### config.mk
export PLATFORM = sky130hd
export DESIGN_NAME = tmh_ctrl
export DESIGN_NICKNAME = d
export VERILOG_FILES = /design/src/tmh_pkg.sv /design/src/tmh_ctrl.sv /design/src/tmh_prescaler.sv
export VERILOG_INCLUDE_DIRS = /design/src /design/src/src
export SDC_FILE = /design/constraint.sdc
export NUM_CORES = 1
export LEC_CHECK = 0
export BUFFER_PORTS_ARGS = -buffer_cell sky130_fd_sc_hd__buf_2
export CORE_MARGIN = 2
export CORE_UTILIZATION = 40
export CTS_CLUSTER_DIAMETER = 200
export DETAILED_ROUTE_END_ITERATION = 8
export PLACE_DENSITY = 0.67
export SYNTH_ARGS = -nofsm -noshare
export SYNTH_HDL_FRONTEND = slang
export SYNTH_SLANG_ARGS = --single-unit
export TNS_END_PERCENT = 5
### constraint.sdc
create_clock -name core_clk -period 2.95 [get_ports core_clk]
set_clock_uncertainty 0.1 [all_clocks]
set_input_delay 0.1475 -clock core_clk [delete_from_list [all_inputs] [get_ports core_clk]]
set_output_delay 0.1475 -clock core_clk [all_outputs]
set_load 0.03 [all_outputs]
### src/tmh_regs.svh
`ifndef TMH_REGS_SVH
`define TMH_REGS_SVH

// Register addresses in the peripheral address space.
`define TMH_ADDR_MODE0 16'hff69
`define TMH_ADDR_MODE1 16'hff6c
`define TMH_ADDR_CMP0_U0 16'hff18
`define TMH_ADDR_CMP1_U0 16'hff19
`define TMH_ADDR_CMP0_U1 16'hff1a
`define TMH_ADDR_CMP1_U1 16'hff1b

// Mode register field positions.
`define TMH_BIT_RUN 7
`define TMH_BIT_CKS_HI 6
`define TMH_BIT_CKS_LO 4
`define TMH_BIT_MODE_HI 3
`define TMH_BIT_MODE_LO 2
`define TMH_BIT_LEVEL 1
`define TMH_BIT_OUTEN 0

// Reset value of every register in the block.
`define TMH_RESET_VALUE 8'h00

// Prescaler widths and taps; tap k divides by two to the power k+1.
`define TMH_PRS_WIDTH 12
`define TMH_LOW_WIDTH 9
`define TMH_TAP_DIV2 0
`define TMH_TAP_DIV4 1
`define TMH_TAP_DIV16 3
`define TMH_TAP_DIV64 5
`define TMH_TAP_DIV1024 9
`define TMH_TAP_DIV4096 11
`define TMH_TAP_DIV128 6
`define TMH_TAP_DIV512 8

`endif
### src/tmh_pkg.sv
package tmh_pkg;

    // Operation mode field of a mode register.
    typedef enum logic [1:0] {
        TMH_MODE_INTERVAL = 2'b00,
        TMH_MODE_CARRIER = 2'b01,
        TMH_MODE_PWM = 2'b10,
        TMH_MODE_BAD = 2'b11
    } tmh_mode_e;

    // Layout of a mode register.
    typedef struct packed {
        logic run;
        logic [2:0] cks;
        tmh_mode_e mode;
        logic level;
        logic out_en;
    } tmh_mode_s;

    // Whole state of the control block apart from the prescaler counts.
    typedef struct packed {
        tmh_mode_s [1:0] mode;
        logic [1:0][7:0] cmp0;
        logic [1:0][7:0] cmp1;
        logic [1:0][7:0] cmp1_new;
        logic [1:0] cmp1_pend;
        logic [1:0][7:0] cnt;
        logic [1:0] flip;
        logic [1:0] tout;
        logic [1:0] irq;
        logic [1:0] pin_out;
        logic [1:0] pin_oe;
        logic [7:0] rdata;
        logic frl_s1;
        logic frl_s2;
        logic frl_s3;
        logic comp_prev;
    } tmh_state_s;

endpackage

### src/tmh_ctrl.sv
`timescale 1ns/1ps
`include "tmh_regs.svh"

module tmh_ctrl
    import tmh_pkg::*;
(
    input wire logic core_clk,
    input wire logic rst_n,
    input wire logic [15:0] bus_addr,
    input wire logic bus_wr,
    input wire logic bus_bit_wr,
    input wire logic [2:0] bus_bit_idx,
    input wire logic [7:0] bus_wdata,
    input wire logic bus_rd,
    output logic [7:0] bus_rdata,
    input wire logic companion_timer_out,
    input wire logic low_speed_clk,
    input wire logic [1:0] pin_direction_bit,
    input wire logic [1:0] pin_output_latch,
    output logic unit0_timer_out,
    output logic unit1_timer_out,
    output logic [1:0] timer_match_irq,
    output logic [1:0] timer_pin_out,
    output logic [1:0] timer_pin_oe
);
    tmh_state_s st;
    tmh_state_s next_st;
    logic [`TMH_PRS_WIDTH-1:0] prs_pulse;
    logic [`TMH_LOW_WIDTH-1:0] low_pulse;
    logic low_edge;
    logic comp_edge;
    logic [1:0] tick;

    // The slow oscillator is sampled through two stages before its edge is used.
    assign low_edge = st.frl_s2 & ~st.frl_s3;
    // Companion clock edge
    // The companion count clock arrives from logic on this clock, so no synchroniser.
    assign comp_edge = companion_timer_out & ~st.comp_prev;

    // Base-clock prescaler runs all the time so the taps stay phase-stable.
    tmh_prescaler #(
        .W(`TMH_PRS_WIDTH)
    ) u_prs (
        .core_clk(core_clk),
        .rst_n(rst_n),
        .step(1'b1),
        .pulse(prs_pulse)
    );

    // Slow-oscillator prescaler counts synchronized oscillator edges.
    tmh_prescaler #(
        .W(`TMH_LOW_WIDTH)
    ) u_low (
        .core_clk(core_clk),
        .rst_n(rst_n),
        .step(low_edge),
        .pulse(low_pulse)
    );

    // Unit 0 clock select
    // Prohibited codes give no tick, so the counter simply holds.
    always_comb begin
        unique case (st.mode[0].cks)
            3'h0: tick[0] = 1'b1;
            3'h1: tick[0] = prs_pulse[`TMH_TAP_DIV2];
            3'h2: tick[0] = prs_pulse[`TMH_TAP_DIV4];
            3'h3: tick[0] = prs_pulse[`TMH_TAP_DIV64];
            3'h4: tick[0] = prs_pulse[`TMH_TAP_DIV1024];
            3'h5: tick[0] = comp_edge;
            default: tick[0] = 1'b0;
        endcase
    end

    always_comb begin
        unique case (st.mode[1].cks)
            3'h0: tick[1] = 1'b1;
            3'h1: tick[1] = prs_pulse[`TMH_TAP_DIV4];
            3'h2: tick[1] = prs_pulse[`TMH_TAP_DIV16];
            3'h3: tick[1] = prs_pulse[`TMH_TAP_DIV64];
            3'h4: tick[1] = prs_pulse[`TMH_TAP_DIV4096];
            3'h5: tick[1] = low_pulse[`TMH_TAP_DIV128];
            3'h6: tick[1] = low_pulse[`TMH_TAP_DIV512];
            3'h7: tick[1] = low_edge;
        endcase
    end

    // Bit and byte writes
    // A bit write merges one bit into the addressed byte.
    function automatic logic [7:0] merge(input logic [7:0] old);
        logic [7:0] v;
        v = old;
        if (bus_bit_wr) begin
            v[bus_bit_idx] = bus_wdata[0];
        end else begin
            v = bus_wdata;
        end
        return v;
    endfunction

    // Next-state logic for both units, the bus and the samplers.
    always_comb begin
        logic wr_mode;
        logic wr_c0;
        logic wr_c1;
        logic m0;
        logic m1;
        logic [15:0] base0;
        logic [15:0] base1;
        logic [15:0] base_mode;
        wr_mode = 1'b0;
        wr_c0 = 1'b0;
        wr_c1 = 1'b0;
        m0 = 1'b0;
        m1 = 1'b0;
        base0 = 16'h0000;
        base1 = 16'h0000;
        base_mode = 16'h0000;
        next_st = st;
        next_st.frl_s1 = low_speed_clk;
        next_st.frl_s2 = st.frl_s1;
        next_st.frl_s3 = st.frl_s2;
        next_st.comp_prev = companion_timer_out;
        next_st.irq = 2'b00;

        // Registered read data; unmapped addresses read as zero.
        if (bus_rd) begin
            unique case (bus_addr)
                `TMH_ADDR_MODE0: next_st.rdata = st.mode[0];
                `TMH_ADDR_MODE1: next_st.rdata = st.mode[1];
                `TMH_ADDR_CMP0_U0: next_st.rdata = st.cmp0[0];
                `TMH_ADDR_CMP1_U0: next_st.rdata = st.cmp1[0];
                `TMH_ADDR_CMP0_U1: next_st.rdata = st.cmp0[1];
                `TMH_ADDR_CMP1_U1: next_st.rdata = st.cmp1[1];
                default: next_st.rdata = 8'h00;
            endcase
        end

        for (int u = 0; u < 2; u++) begin
            base_mode = (u == 0) ? `TMH_ADDR_MODE0 : `TMH_ADDR_MODE1;
            base0 = (u == 0) ? `TMH_ADDR_CMP0_U0 : `TMH_ADDR_CMP0_U1;
            base1 = (u == 0) ? `TMH_ADDR_CMP1_U0 : `TMH_ADDR_CMP1_U1;
            wr_mode = bus_wr && (bus_addr == base_mode);
            // Compare registers take byte writes only.
            wr_c0 = bus_wr && !bus_bit_wr && (bus_addr == base0);
            wr_c1 = bus_wr && !bus_bit_wr && (bus_addr == base1);

            // Software keeps other bits steady while running, so no guard here.
            if (wr_mode) begin
                next_st.mode[u] = merge(st.mode[u]);
            end
            if (wr_c0) begin
                next_st.cmp0[u] = bus_wdata;
            end

            m0 = tick[u] && (st.cnt[u] == st.cmp0[u]);
            m1 = tick[u] && (st.cnt[u] == st.cmp1[u]);

            if (!st.mode[u].run) begin
                if (wr_c1) begin
                    next_st.cmp1[u] = bus_wdata;
                end
                next_st.cmp1_pend[u] = 1'b0;
            end else if (wr_c1 && m1) begin
                next_st.cmp1_pend[u] = 1'b0;
            end else if (wr_c1) begin
                next_st.cmp1_new[u] = bus_wdata;
                next_st.cmp1_pend[u] = 1'b1;
            end else if (m1 && st.cmp1_pend[u]) begin
                next_st.cmp1[u] = st.cmp1_new[u];
                next_st.cmp1_pend[u] = 1'b0;
            end

            // Stopped timer drives its idle level
            if (!st.mode[u].run) begin
                next_st.cnt[u] = 8'h00;
                next_st.flip[u] = 1'b0;
            end else if (tick[u]) begin
                next_st.cnt[u] = st.cnt[u] + 8'h01;
                unique case (st.mode[u].mode)
                    TMH_MODE_INTERVAL: begin
                        if (m0) begin
                            next_st.irq[u] = 1'b1;
                            next_st.flip[u] = ~st.flip[u];
                            next_st.cnt[u] = 8'h00;
                        end
                    end
                    TMH_MODE_PWM: begin
                        if (m0) begin
                            next_st.irq[u] = 1'b1;
                            next_st.flip[u] = ~st.flip[u];
                            next_st.cnt[u] = 8'h00;
                        end else if (m1) begin
                            next_st.flip[u] = ~st.flip[u];
                        end
                    end
                    // Carrier mode on unit 1 only
                    TMH_MODE_CARRIER: begin
                        if (u == 1) begin
                            if (m0) begin
                                next_st.irq[u] = 1'b1;
                                next_st.flip[u] = ~st.flip[u];
                            end
                            if (m1) begin
                                next_st.irq[u] = 1'b1;
                                next_st.cnt[u] = 8'h00;
                            end
                        end else begin
                            next_st.cnt[u] = st.cnt[u];
                        end
                    end
                    // Prohibited mode leaves the output untouched.
                    TMH_MODE_BAD: begin
                        next_st.cnt[u] = st.cnt[u];
                    end
                endcase
            end

            // Disabled output parks at the level bit
            if (st.mode[u].out_en) begin
                next_st.tout[u] = st.mode[u].level ^ st.flip[u];
            end else begin
                next_st.tout[u] = st.mode[u].level;
            end

            // Shared pin resolution
            // The pin drives only in output mode; the latch must be 0 to pass the timer.
            next_st.pin_oe[u] = ~pin_direction_bit[u];
            next_st.pin_out[u] = pin_output_latch[u] | st.tout[u];
        end
    end

    // All state but the two prescaler counts is held in one register of the packed state.
    // Reset clears everything
    always_ff @(posedge core_clk or negedge rst_n) begin
        if (!rst_n) begin
            st <= '0;
        end else begin
            st <= next_st;
        end
    end

    assign bus_rdata = st.rdata;
    assign unit0_timer_out = st.tout[0];
    assign unit1_timer_out = st.tout[1];
    assign timer_match_irq = st.irq;
    assign timer_pin_out = st.pin_out;
    assign timer_pin_oe = st.pin_oe;
endmodule // tmh_ctrl

### src/tmh_prescaler.sv
`timescale 1ns/1ps

// Free-running binary divider; each output is a one-cycle enable pulse.
module tmh_prescaler #(
    parameter int W = 12
) (
    input wire logic core_clk,
    input wire logic rst_n,
    input wire logic step,
    output logic [W-1:0] pulse
);
    typedef struct packed {
        logic [W-1:0] cnt;
    } tmh_ps_s;

    tmh_ps_s st;
    tmh_ps_s next_st;
    logic [W-1:0] ones;

    // Advance only when the source clock steps.
    always_comb begin
        next_st = st;
        if (step) begin
            next_st.cnt = st.cnt + 1'b1;
        end
    end

    always_ff @(posedge core_clk or negedge rst_n) begin
        if (!rst_n) begin
            st <= '0;
        end else begin
            st <= next_st;
        end
    end

    // Tap k fires once every two to the power k+1 steps.
    assign ones[0] = st.cnt[0];
    assign pulse[0] = step & ones[0];
    for (genvar i = 1; i < W; i++) begin : g_tap
        assign ones[i] = ones[i-1] & st.cnt[i];
        assign pulse[i] = step & ones[i];
    end
endmodule // tmh_prescaler

# Word-level counts from Yosys, hierarchy flattened
# Index checks and enable logic that the tools add are counted.
[totals]
in_bits = 38
register_bits = 125
out_inout_bits = 16
wordCells = 214
[op_classes]
n_addsub = 4
bitwise_logic = 35
n_mux = 59
order_cmp = 2
n_reduce_logical = 37
eq_ne = 44
[op_table]
columns = ["cell", "count"]
rows = [
  ["2-to-1 mux 8 bit", 20],
  ["equality test 16 bit, second input constant", 6],
  ["one-hot mux 8 bit (6 select lines)", 1],
  ["equality test 8 bit", 4],
  ["2-to-1 mux 1 bit", 29],
  ["bitwise AND 1 bit", 23],
  ["equality test 3 bit, second input constant", 6],
  ["adder 8 x 1 -> 8 bit, second input constant", 2],
  ["bitwise mux 8 bit", 2],
  ["logical AND 1 bit", 16],
  ["one-hot mux 8 bit (2 select lines)", 1],
  ["AND reduction 4 bit", 4],
  ["adder 12 x 1 -> 12 bit, second input constant", 1],
  ["equality test 3 x 2 -> 1 bit, second input constant", 4],
  ["inequality test 2 bit, second input constant", 6],
  ["adder 9 x 1 -> 9 bit, second input constant", 1],
  ["equality test 2 bit, second input constant", 4],
  ["inequality test 4 x 1 -> 1 bit, second input constant", 2],
  ["inequality test 4 bit, second input constant", 2],
  ["inverter 1 bit", 8],
  ["one-hot mux 1 bit (8 select lines)", 1],
  ["OR reduction 2 bit", 4],
  ["equality test 3 x 1 -> 1 bit, second input constant", 2],
  ["logical NOT 3 bit", 2],
  ["other kinds (18)", 30],
]

# Logic depth before layout (Yosys ltp)
# Gate-level depths: netlist (run 1).
[depth]
depth_word = 18
ltp_mapped = 9
depth_no_buf = 9

# Hierarchy
# Synthesis (run 1) repeated with hierarchy kept, for this count alone.
[hier_totals]
cells_unflattened = 668
area_unflattened_um2 = 6865.3
[by_module_without_submodules]
columns = ["mod", "cells_per_inst", "seq_area_each_um2", "n_inst", "area_per_inst_um2"]
rows = [
  ["tmh_ctrl", 565, 2602.5, 1, 5751.8],
  ["tmh_prescaler (u_prs)", 59, 300.3, 1, 631.9],
  ["tmh_prescaler (u_low)", 44, 225.2, 1, 481.7],
]

# Worst setup path before layout (run 1)
# No wires, ideal clock.
[synth_path]
kind = "input port to flip-flop"
from = "in bus_addr[2]"
to = "reg st[56] in the netlist's numbering"
required_ns = 2.725
arrival_time_ns = 2.301
cell_stages = 9
path_slack_ns = 0.424
setup_ns = 0.125
n_path_buf = 0
path_cell_list = "nor4b_2 -> nand4_2 -> nor3_1 -> inv_1 -> ha_1 -> or4_1 -> a41oi_1 -> a31oi_2 -> mux2_2"
[synth_via]
elab_chain_len = 5
word_cells_on_any_way = 8
classes_between = "eq/ne (3); reduce/logical (5)"
[synth_lines]
columns = ["element", "line_no", "text"]
rows = [
  ["from (decl)", "tmh_ctrl.sv:9", "input wire logic [15:0] bus_addr,"],
  ["equality test 16 bit (*)", "tmh_ctrl.sv:145", "wr_c1 = bus_wr && !bus_bit_wr && (bus_addr == base1);"],
  ["logical AND 1 bit (*)", "tmh_ctrl.sv:145", ""],
  ["logical AND 1 bit", "tmh_ctrl.sv:163", "end else if (wr_c1 && m1) begin"],
  ["inequality test 2 bit (no source line) or nonzero test 3 bit (tied branches)", "-", ""],
  ["AND reduction 4 bit (no source line) (*)", "-", ""],
  ["to (signal assigned)", "tmh_ctrl.sv:238", "st <= next_st;"],
  ["to (decl)", "tmh_ctrl.sv:26", "tmh_state_s st;"],
]
# Mark *: on every way between the ends. The rest lies on a longest branch, timed or not.
# A chain may end at the register's enable or synchronous reset.

# Final worst setup path (run 1)
[layout_path]
from = "reg u_prs.st[0] in the netlist's numbering"
to = "reg st[71] in the netlist's numbering"
[layout_via]
elab_chain_len = 16
word_cells_on_any_way = 18
classes_between = "eq/ne (1); mux (1); bitwise (11); reduce/logical (5)"
[layout_lines]
columns = ["element", "line_no", "text"]
rows = [
  ["from (decl)", "tmh_prescaler.sv:16", "tmh_ps_s st;"],
  ["from (signal assigned)", "tmh_prescaler.sv:32", "st <= next_st;"],
  ["bitwise AND 1 bit (*)", "tmh_prescaler.sv:40", "assign ones[i] = ones[i-1] & st.cnt[i];"],
  ["bitwise AND 1 bit (10 in series)", "tmh_prescaler.sv:40", ""],
  ["one-hot mux 1 bit (8 select lines) (*)", "tmh_ctrl.sv:75", "unique case (st.mode[1].cks)"],
  ["logical AND 1 bit (*)", "tmh_ctrl.sv:156", "m1 = tick[u] && (st.cnt[u] == st.cmp1[u]);"],
  ["logical AND 1 bit, on equally long branches", "tmh_ctrl.sv:163, tmh_ctrl.sv:168", ""],
  ["inequality test 2 bit (no source line) or nonzero test 3 bit (tied branches)", "-", ""],
  ["AND reduction 4 bit (no source line) (*)", "-", ""],
]
# Marks and branches as above.

==> results of run 1 <==
[flip-flops by register name, indices dropped and copies added, names as in the netlist]
| name | flops |
|---|---|
| st | 86 |
| u_prs.st | 12 |
| u_low.st | 9 |
| bus_rdata | 8 |
| next_st | 2 |
| timer_match_irq | 2 |
| timer_pin_oe | 2 |
| timer_pin_out | 2 |
| unit0_timer_out | 1 |
| unit1_timer_out | 1 |
[worst max-delay path by stage]
stage / from / end / slack (ps) / cells past startpoint
CTS: u_prs.st[0]$_DFF_PN0_ / st[61]$_DFFE_PN0P_ / 210 / 8
global placement: bus_addr[2] / st[61]$_DFFE_PN0P_ / 100 / 10
detailed placement: bus_addr[2] / st[61]$_DFFE_PN0P_ / 5 / 10
finish: u_prs.st[0]$_DFF_PN0_ / st[71]$_DFFE_PN0P_ / 190 / 7
global route: u_prs.st[0]$_DFF_PN0_ / st[61]$_DFFE_PN0P_ / 60 / 8
floorplan: bus_addr[2] / st[56]$_DFFE_PN0P_ / 420 / 9
[worst register-to-register path, cell delays in order, from the launching register on]
cell       delay (ps)
dfrtp_1           430
ha_1              270
ha_1              200
and4_1            250
nand4_1           400
a21oi_2           390
o2bb2ai_4         230
mux2_2            380
[where the power goes]
group	total [W]	switching (W)	internal (W)
sequential	0.00181	0.0000429	0.00176
combinational	0.000262	0.000153	0.000109
clock	0.00197	0.000787	0.00118
total	0.00404	0.000983	0.00305
[cell usage after synthesis (3+ instances only)]
| cell type | instances | area [µm²] |
|---|---|---|
| or3_1 | 8 | 50.05 |
| mux2i_1 | 5 | 50.05 |
| nor3b_1 | 4 | 30.03 |
| xnor2_1 | 40 | 350.3 |
| xor2_1 | 12 | 105.1 |
| or2_2 | 3 | 18.77 |
| a222oi_1 | 9 | 90.09 |
| nand2_1 | 66 | 247.7 |
| inv_1 | 25 | 93.84 |
| dfrtp_1 | 125 | 3128 |
| nand3_1 | 19 | 95.09 |
| o21ai_0 | 40 | 200.2 |
| nand4_1 | 18 | 112.6 |
| and3_1 | 5 | 31.28 |
| clkbuf_1 | 16 | 60.06 |
| a31oi_1 | 5 | 31.28 |
| ha_1 | 8 | 100.1 |
| nand2b_1 | 6 | 37.54 |
| and4_1 | 6 | 52.55 |
| buf_4 | 14 | 105.1 |
| nor2_1 | 21 | 78.83 |
| a211o_1 | 3 | 26.28 |
| nor2b_1 | 5 | 31.28 |
| nor3_1 | 5 | 25.02 |
| buf_2 | 7 | 35.03 |
| mux4_2 | 8 | 180.2 |
| mux2_2 | 61 | 686.9 |
| and2_1 | 6 | 37.54 |
| a21o_1 | 5 | 37.54 |
| o21a_1 | 3 | 22.52 |
| a21oi_1 | 20 | 100.1 |
| nor4_2 | 3 | 37.54 |
[stage by stage]
step	setup slack (ps)	std cells	power [W]	area, µm²	hold slack (ps)
3_3_place_gp	102.6	862	0.002074	7071	76.79
2_1_floorplan	424.3	615	0.001976	6623	-248.1
6_report	188.3	909	0.004036	7781	81.83
3_5_place_dp	5.190	862	0.002086	7071	86.33
4_1_cts	209.5	909	0.004074	7781	65.92
5_1_grt	57.83	909	0.004192	7781	107.4
[metal layers]
metal	vias to the layer above	routed length (µm)	global-route usage (%)
li1	2304	-	-
met1	2456	6997	24.46
met2	181	7478	30.34
met3	25	958	4.253
met4	0	323	7.646
met5	-	0	0
[what timing repair did]
action                                 4_1_cts  5_1_grt
hold buffers                                15        0
endpoints found under the hold margin       78        0
resized for setup                            0        0
[cells in the final DEF (no fill, tap or decap), types with 6 or more instances in the layout]
cell,instances
buf_4,14
nand2_1,66
or3_1,8
inv_1,25
dlygate4sd3_1,15
mux2_2,61
o21ai_0,40
clkbuf_16,17
dfrtp_1,125
a222oi_1,9
xor2_1,12
nand4_1,18
xnor2_1,40
mux4_2,8
ha_1,8
and4_1,6
nand3_1,19
a21oi_1,20
nor2_1,21
and2_1,6
nand2b_1,6
buf_2,52
[area by class of cell]
class | instances | area, µm² | area share [%]
Inverter | 25 | 93.84 | 1.206
Clock buffer | 19 | 442.9 | 5.692
Multi-Input combinational cell | 425 | 3188 | 40.97
Tap cell | 220 | 275.3 | 3.538
Sequential cell | 125 | 3128 | 40.20
Clock inverter | 13 | 117.6 | 1.512
Timing Repair Buffer | 82 | 535.5 | 6.882
[logic make-up (layout without fill, tap and decap cells)]
| logic type | count (synthesis) | after routing | synth area share [%] |
|---|---|---|---|
| AO/OA/AOI/OAI | 101 | 101 | 10.28 |
| buffers and inverters | 65 | 139 | 4.629 |
| multiplexers | 75 | 75 | 14.02 |
| XOR/XNOR | 52 | 52 | 6.877 |
| adder cells (fa/ha/maj) | 8 | 8 | 1.511 |
| flip-flops | 125 | 125 | 47.23 |
| AND/OR/NAND/NOR | 189 | 189 | 15.45 |
==> results_dict.tcl, run 1 <==
set metrics [dict create \
    status "finished clean" \
    path_clk_slew_ps 60 \
    end_kind "flip-flop" \
    drt_iter0_markers 409 \
    rr_worst_depth 7 \
    worst-path-max-fanout 8 \
    final_util_pct 47.43 \
    cts_setup_buffers 0 \
    htreeDepth 4 \
    r2r_end "st[71]$_DFFE_PN0P_" \
    slew_violations 0 \
    drv_cap 0 \
    route.detailed.drc 0 \
    worst_pin_slew_ps 608.4 \
    overflow 0 \
    ys_async_sr_fraction_pct 100.0 \
    cts_tree "yes" \
    ir_worst_vdd_uv 401.1 \
    fmax_mhz 362.1 \
    cp.arrival_ps 2980 \
    wirelength_um 15760 \
    cp_slowest_stage_delay_ps 430 \
    antenna_found_initial 0 \
    syn_area_per_cell_um2 10.77 \
    gr-usage-all-layers_pct 18.76 \
    ys_types 60 \
    min_to "st[96]$_DFFE_PN0P_" \
    wl_per_cell_um 17.33 \
    syn_nets 661 \
    synth_ff_type "dfrtp_1" \
    path_cells "ha_1, ha_1, and4_1, nand4_1, a21oi_2, o2bb2ai_4, mux2_2" \
    timing.rr.start "u_prs.st[0]$_DFF_PN0_" \
    power_density_nw_per_um2 518.6 \
    hold_viol 0 \
    grt_max_degree 53 \
    relSlewSlack_pct 59.44 \
    die_area_um2 17600 \
    yosysWarnings 0 \
    clk_latency_ps 430 \
    pin_count 54 \
    cp_slowest_cell "dfrtp_1" \
    hp-class "in2reg" \
    first_pass_iters 6 \
    die_x_um 132.7 \
    area_growth_pct 17.49 \
    min-delay-start "bus_wdata[0]" \
    place.gp.congestion 0.8662 \
    ys_ff_latch 125 \
    cp_top_family "simple AND/OR/NAND/NOR gates" \
    post-route-min-period_ps 2762 \
    avgViaCountPerCell 5.463 \
    root_buffer "clkbuf_16" \
    whs_path_depth 2 \
    worstSetupStartpointType "flip-flop" \
    fillCellCount 1506 \
    fin_crit_sh_pct 93.62 \
    dpl.hpwl_um 11690 \
    path_buf_inv 0 \
    cts.sinks 125 \
    grt_pass1_vias 4991 \
    crit_path_frequent_cell "ha_1" \
    synth_edf_count 0 \
    coreArea_um2 16410 \
    die_y_um 132.7 \
    synthesis.area_um2 6623 \
    tns_ps 0 \
    setup_viol 0 \
    worstSetupPathType "reg2reg" \
    cts_inserted_buffers 17 \
    fin_nets 722 \
    netlist_instances 615 \
    num_antenna_cells 0 \
    rsz0062_at_grt "false" \
    initial_core_util_pct 40.36 \
    ant_nets 0 \
    leakagePower_nw 3.526 \
    rows 47 \
    grt_pass1_wl_um 25750 \
    drive_gt1_share_pct 27.14 \
    port_buffers 53 \
    num_vias 4966 \
    required_ps 3170 \
    ys_seq_area_share_pct 47.23 \
    clockBufferDepth 2 \
    r2r_slack_ps 190 \
]
Power figures use the tool's default switching activity.
==> run 2: changes to the inputs <==
--- a/config.mk
+++ b/config.mk
@@ -6,6 +6,7 @@
 export SDC_FILE = /design/constraint.sdc
 export NUM_CORES = 1
 export LEC_CHECK = 0
+export ABC_AREA = 1
 export BUFFER_PORTS_ARGS = -buffer_cell sky130_fd_sc_hd__buf_2
 export CORE_MARGIN = 2
 export CORE_UTILIZATION = 40
==> run 2 against run 1 <==
  * Sequential power is essentially flat
  * Die area increased by 6.3%
  * Total power rose by 2.3%
  * Largest power group unchanged
  * Final cell count increased by 22%
  * Combinational power down 4%
  * Global-route usage rose by 0.85 points
  * Worst hold slack lost 69 ps
  * Critical endpoint is now st[48]$_DFFE_PN0P_
  * Core utilization decreased by 0.52 points
  * Sequential share of layout area decreased by 1.6 points
  * Critical path type unchanged
==> results_dict.tcl, run 2 <==
set metrics [dict create \
    cts.sinks 125 \
    drv_cap 0 \
    path_cells "ha_1, ha_1, nand2_1, nand2_1, nand3_1, nand2_1, nor2_2, nand2_4, nand2_2, nand2_4, nand2_1, o21ai_2" \
    use_met1_pct 26.27 \
    final_cells 1109 \
    hold_ws_ps 12.37 \
    port_buffers 53 \
    coreArea_um2 17300 \
    reg.largest.list "st (86), u_prs.st (12), u_low.st (9)" \
    grt_busiest_layer "met2" \
    power_w 0.004128 \
    die_y_um 136.8 \
    synth.top_cell.area_share_pct 44.33 \
    status "finished clean" \
    relSlewSlack_pct 41.17 \
    required_ps 3140 \
    ys_types 44 \
    initial_core_util_pct 40.79 \
    gr-usage-all-layers_pct 19.61 \
    hold_viol 0 \
    crit_path_frequent_cell "nand2_1" \
    synth_top_area_cell "dfrtp_1" \
    wirelength_um 16870 \
    cp.arrival_ps 2430 \
    worst_pin_slew_ps 882.4 \
    synthesis.area_um2 7056 \
    cp_slowest_cell "dfrtp_1" \
    clockBufferDepth 2 \
    yosysWarnings 0 \
    end_kind "flip-flop" \
    root_buffer "clkbuf_16" \
    clk_latency_ps 430 \
    first_pass_iters 5 \
    slew_violations 0 \
    fmax_mhz 447.0 \
    hp-class "in2reg" \
    synth.most_common_cell "nand2_1" \
    layout_common_cells "nand2_1 (208), dfrtp_1 (125), inv_1 (74), buf_2 (52), nor2_1 (45)" \
    grt_pass1_wl_um 27610 \
    rows 48 \
    fin_crit_sh_pct 75.84 \
    pin_count 54 \
    num_vias 5645 \
    largest_register "st" \
    worstSetupStartpointType "flip-flop" \
    worstSetupPathType "reg2reg" \
    antenna_found_initial 0 \
    ir_worst_vdd_uv 331.0 \
    synth_edf_count 0 \
    fillCellCount 1686 \
    drive_gt1_share_pct 18.78 \
    worst-path-max-fanout 16 \
    rsz0062_at_grt "false" \
    cp_top_family "simple AND/OR/NAND/NOR gates" \
    area_growth_pct 15.00 \
    regArea_um2 3128 \
    synthTopCellsByCount "nand2_1 (208), dfrtp_1 (125), inv_1 (74), nor2_1 (45), o21ai_0 (42)" \
    min-delay-start "bus_wdata[4]" \
    tns_ps 0 \
    path_buf_inv 0 \
    overflow 0 \
    die_area_um2 18720 \
    multiInputGateArea_um2 3430 \
    ant_nets 0 \
    route.detailed.drc 0 \
    avgViaCountPerCell 5.090 \
    use_met2_pct 30.72 \
    power_density_nw_per_um2 508.7 \
    ys_ff_latch 125 \
    post_cts_resized 0 \
    drt_iter0_markers 431 \
    timing.rr.start "u_prs.st[0]$_DFF_PN0_" \
    dpl.hpwl_um 12510 \
    ys_seq_area_share_pct 44.33 \
    cp-startpoint "u_prs.st[0]$_DFF_PN0_" \
    grt_pass1_vias 5271 \
    syn_nets 865 \
    wl_per_cell_um 15.21 \
    grt_max_degree 68 \
    largest_reg_flops 86 \
    die_x_um 136.8 \
    num_antenna_cells 0 \
    fin_nets 917 \
    syn_area_per_cell_um2 8.615 \
    ys_async_sr_fraction_pct 100.0 \
    place.gp.congestion 0.8791 \
    grt_use_met3_pct 4.481 \
    final_common_cell "nand2_1" \
    cts_tree "yes" \
    cts_setup_buffers 0 \
    cts_inserted_buffers 17 \
    cp_slowest_stage_delay_ps 410 \
    path_clk_slew_ps 60 \
    htreeDepth 4 \
    netlist_instances 819 \
    synth_ff_type "dfrtp_1" \
    dpl.cell_count 1068 \
    ctsHoldBuffers 9 \
    ys_top_cells_by_area "dfrtp_1 (44%), nand2_1 (11%), xor2_1 (4.0%)" \
    setup_viol 0 \
    post-route-min-period_ps 2237 \
    leakagePower_nw 4.011 \
]
==> run 2: metrics by stage <==
stage                     area, µm²  util (%)  setup slack (ps)
after floorplan                7056         -             952.6
after global placement         7431     42.96             689.1
after detailed placement       7431     42.96             703.0
after CTS                      8114     46.91             702.1
after global routing           8114     46.91             551.3
final                          8114     46.91             712.6
==> run 2: area by class of cell <==
| class | instances | share of cell area, % |
|---|---|---|
| Timing Repair Buffer | 64 | 4.749 |
| Sequential cell | 125 | 38.55 |
| Inverter | 79 | 3.655 |
| Multi-Input combinational cell | 584 | 42.27 |
| Tap cell | 225 | 3.470 |
| Clock buffer | 19 | 5.582 |
| Clock inverter | 13 | 1.727 |
==> run 2: layer usage <==
layer | share of wire [%] | routed length [µm] | up-vias
li1 | - | - | 2798
met1 | 46 | 7840 | 2699
met2 | 47 | 7922 | 125
met3 | 4.3 | 732 | 23
met4 | 2.2 | 372 | 0
met5 | 0 | 0 | -
==> run 2: path summary, 6_finish.rpt <==
check                                  endpoint  slack (ps)  cells past startpoint
max                          st[48]$_DFFE_PN0P_         710                     12
min                         st[100]$_DFFE_PN0P_          10                      3
max reg2reg                  st[48]$_DFFE_PN0P_         710                     12
min reg2reg                next_st[1]$_DFF_PN0_         260                      0
max in group asynchronous    st[68]$_DFFE_PN0P_        1710                      3
min in group asynchronous  next_st[2]$_DFF_PN0_         220                      2
==> run 2: kinds of logic after synthesis <==
family | synth area share (%)
flops | 44.33
xor+xnor | 7.200
mux | 1.454
buf+inv | 7.058
simple gates | 28.57
fa+ha+maj | 1.419
compound gates | 9.966
==> run 2: where the power goes <==
group	switching, W	internal (W)	total, W	leakage, nW
combinational	0.000161	0.0000912	0.000252	2.08
sequential	0.0000324	0.00176	0.00179	1.65
clock	0.000798	0.00129	0.00209	0.282
total	0.000991	0.00314	0.00413	4.01
==> run 2: worst register-to-register path, stage by stage (launching register included) <==
cell     delay (ps)
dfrtp_1         410
ha_1            260
ha_1            190
nand2_1         120
nand2_1          60
nand3_1          80
nand2_1          60
nor2_2          200
nand2_4         150
nand2_2         150
nand2_4         160
nand2_1         110
o21ai_2          50
==> run 3: changes to the inputs <==
==> constraint.sdc (replaced) <==
create_clock -name core_clk -period 2.13 [get_ports core_clk]
set_clock_uncertainty 0.1 [all_clocks]
set_input_delay 0.1065 -clock core_clk [delete_from_list [all_inputs] [get_ports core_clk]]
set_output_delay 0.1065 -clock core_clk [all_outputs]
set_load 0.03 [all_outputs]
==> run 3 against run 2 <==
  * Worst setup slack lost 630 ps
  * Maximum frequency grew 9.1%
  * Routed wire length up 3.2%
  * Worst hold slack better by 9.1 ps
  * Largest cell class unchanged
==> results_dict.tcl, run 3 (synthesis gave the netlist of run 2 again) <==
set metrics [dict create \
    status "finished clean" \
    first_pass_iters 5 \
    clockBufferDepth 2 \
    reg.largest.list "st (86), u_prs.st (12), u_low.st (9)" \
    final_cells 1130 \
    port_buffers 53 \
    drive_gt1_share_pct 21.77 \
    grt_max_degree 43 \
    fin_crit_sh_pct 96.30 \
    overflow 0 \
    grt_pass1_wl_um 28290 \
    worst-path-max-fanout 8 \
    fmax_mhz 487.5 \
    gr-usage-all-layers_pct 20.04 \
    grt_pass1_vias 5462 \
    area_growth_pct 19.13 \
    drv_cap 0 \
    required_ps 2340 \
    regArea_um2 3128 \
    dpl.cell_count 1088 \
    worstSetupStartpointType "flip-flop" \
    route.detailed.drc 0 \
    power_density_nw_per_um2 674.7 \
    fin_nets 940 \
    drt_iter0_markers 468 \
    worst_pin_slew_ps 606.5 \
    relSlewSlack_pct 59.57 \
    fin_area_um2 8406 \
    wl_per_cell_um 15.41 \
    root_buffer "clkbuf_16" \
    dpl-instance-area_um2 7619 \
    initial_core_util_pct 40.79 \
    avgViaCountPerCell 5.020 \
    dpl.hpwl_um 12920 \
    die_y_um 136.8 \
    num_antenna_cells 0 \
    cts.sinks 125 \
    hold_ws_ps 21.49 \
    coreArea_um2 17300 \
    setup_viol 0 \
    hp-class "in2reg" \
    path_clk_slew_ps 50 \
    htreeDepth 4 \
    layout_setup_ws_ps 78.88 \
    ant_nets 0 \
    cts_tree "yes" \
    clk_latency_ps 420 \
    die_area_um2 18720 \
    rows 48 \
    final_common_cell "nand2_1" \
    antenna_found_initial 0 \
    worstSetupPathType "reg2reg" \
    hold_viol 0 \
    die_x_um 136.8 \
    slew_violations 0 \
    num_vias 5673 \
    fillCellCount 1663 \
    ir_worst_vdd_uv 496.9 \
    post-place-ws_ps -20.10 \
    pin_count 54 \
    final_util_pct 48.60 \
    cp.arrival_ps 2260 \
    place.gp.congestion 0.9177 \
    wirelength_um 17410 \
    largest_register "st" \
    largest_reg_flops 86 \
    post-route-min-period_ps 2051 \
    layout_common_cells "nand2_1 (203), dfrtp_1 (125), inv_1 (72), buf_2 (52), nor2_1 (45)" \
    leakagePower_nw 4.143 \
    end_kind "flip-flop" \
    multiInputGateArea_um2 3510 \
    cts_inserted_buffers 17 \
    rsz0062_at_grt "true" \
]
[run 3: critical path, stage by stage (launching register included)]
cell     delay (ps)
dfrtp_1         380
ha_2            200
ha_2            170
nand2_2         100
nor2_4           50
nand2_1          50
nand2_1          50
inv_2            60
nand4_4         230
nand2_2         190
nand2_1         120
nand2_4         100
nand2_1          50
nand2_1          50
nand2_1          40
[run 3: per-layer routing]
metal	wire length, µm	track usage (%)	vias to the layer above	part of all wire (%)
met3	807	4.519	26	4.6
met2	8426	33.11	144	48
li1	-	-	2842	-
met5	0	0	-	0
met1	7864	26.11	2661	45
met4	314	6.529	0	1.8
[run 3: path summary, 6_finish.rpt]
| kind | start | cells after the start | slack [ps] | endpoint |
|---|---|---|---|---|
| max reg2reg | u_prs.st[1]$_DFF_PN0_ | 14 | 80 | st[20]$_DFFE_PN0P_ |
| min in group asynchronous | rst_n | 2 | 140 | st[25]$_DFFE_PN0P_ |
| min reg2reg | next_st[2]$_DFF_PN0_ | 0 | 250 | next_st[1]$_DFF_PN0_ |
| max in group asynchronous | rst_n | 3 | 1150 | st[35]$_DFFE_PN0P_ |
| max | u_prs.st[1]$_DFF_PN0_ | 14 | 80 | st[20]$_DFFE_PN0P_ |
| min | bus_wdata[2] | 3 | 20 | st[98]$_DFFE_PN0P_ |
[run 3: metrics by stage]
stage | setup TNS [ps] | power, W
after floorplan | 0 | 0.002705
after global placement | 0 | 0.002868
after detailed placement | -72.25 | 0.002875
after CTS | -26.82 | 0.005707
after global routing | -277.3 | 0.005895
final | 0 | 0.005672
[run 3: layout make-up]
type | count | area share (%)
repair buffers | 87 | 7.264
clock buffers | 23 | 5.805
inverters | 79 | 3.572
multi-input cells | 584 | 41.75
well taps | 225 | 3.349
flip-flops and latches | 125 | 37.21
clock inverters | 7 | 1.042
[run 3: report_power, final]
group,switching [W],internal [W]
registers,0.0000460,0.00244
logic,0.000227,0.000139
clock network,0.00100,0.00182
[run 3: timing repair]
item | CTS | global route
endpoints found under the setup margin | 24 | 51
endpoints found under the hold margin | 54 | 0
setup buffers | 0 | 2
resized for setup | 3 | 18
gates cloned | 0 | 0
pin swaps | 0 | 8
hold buffers | 10 | 0
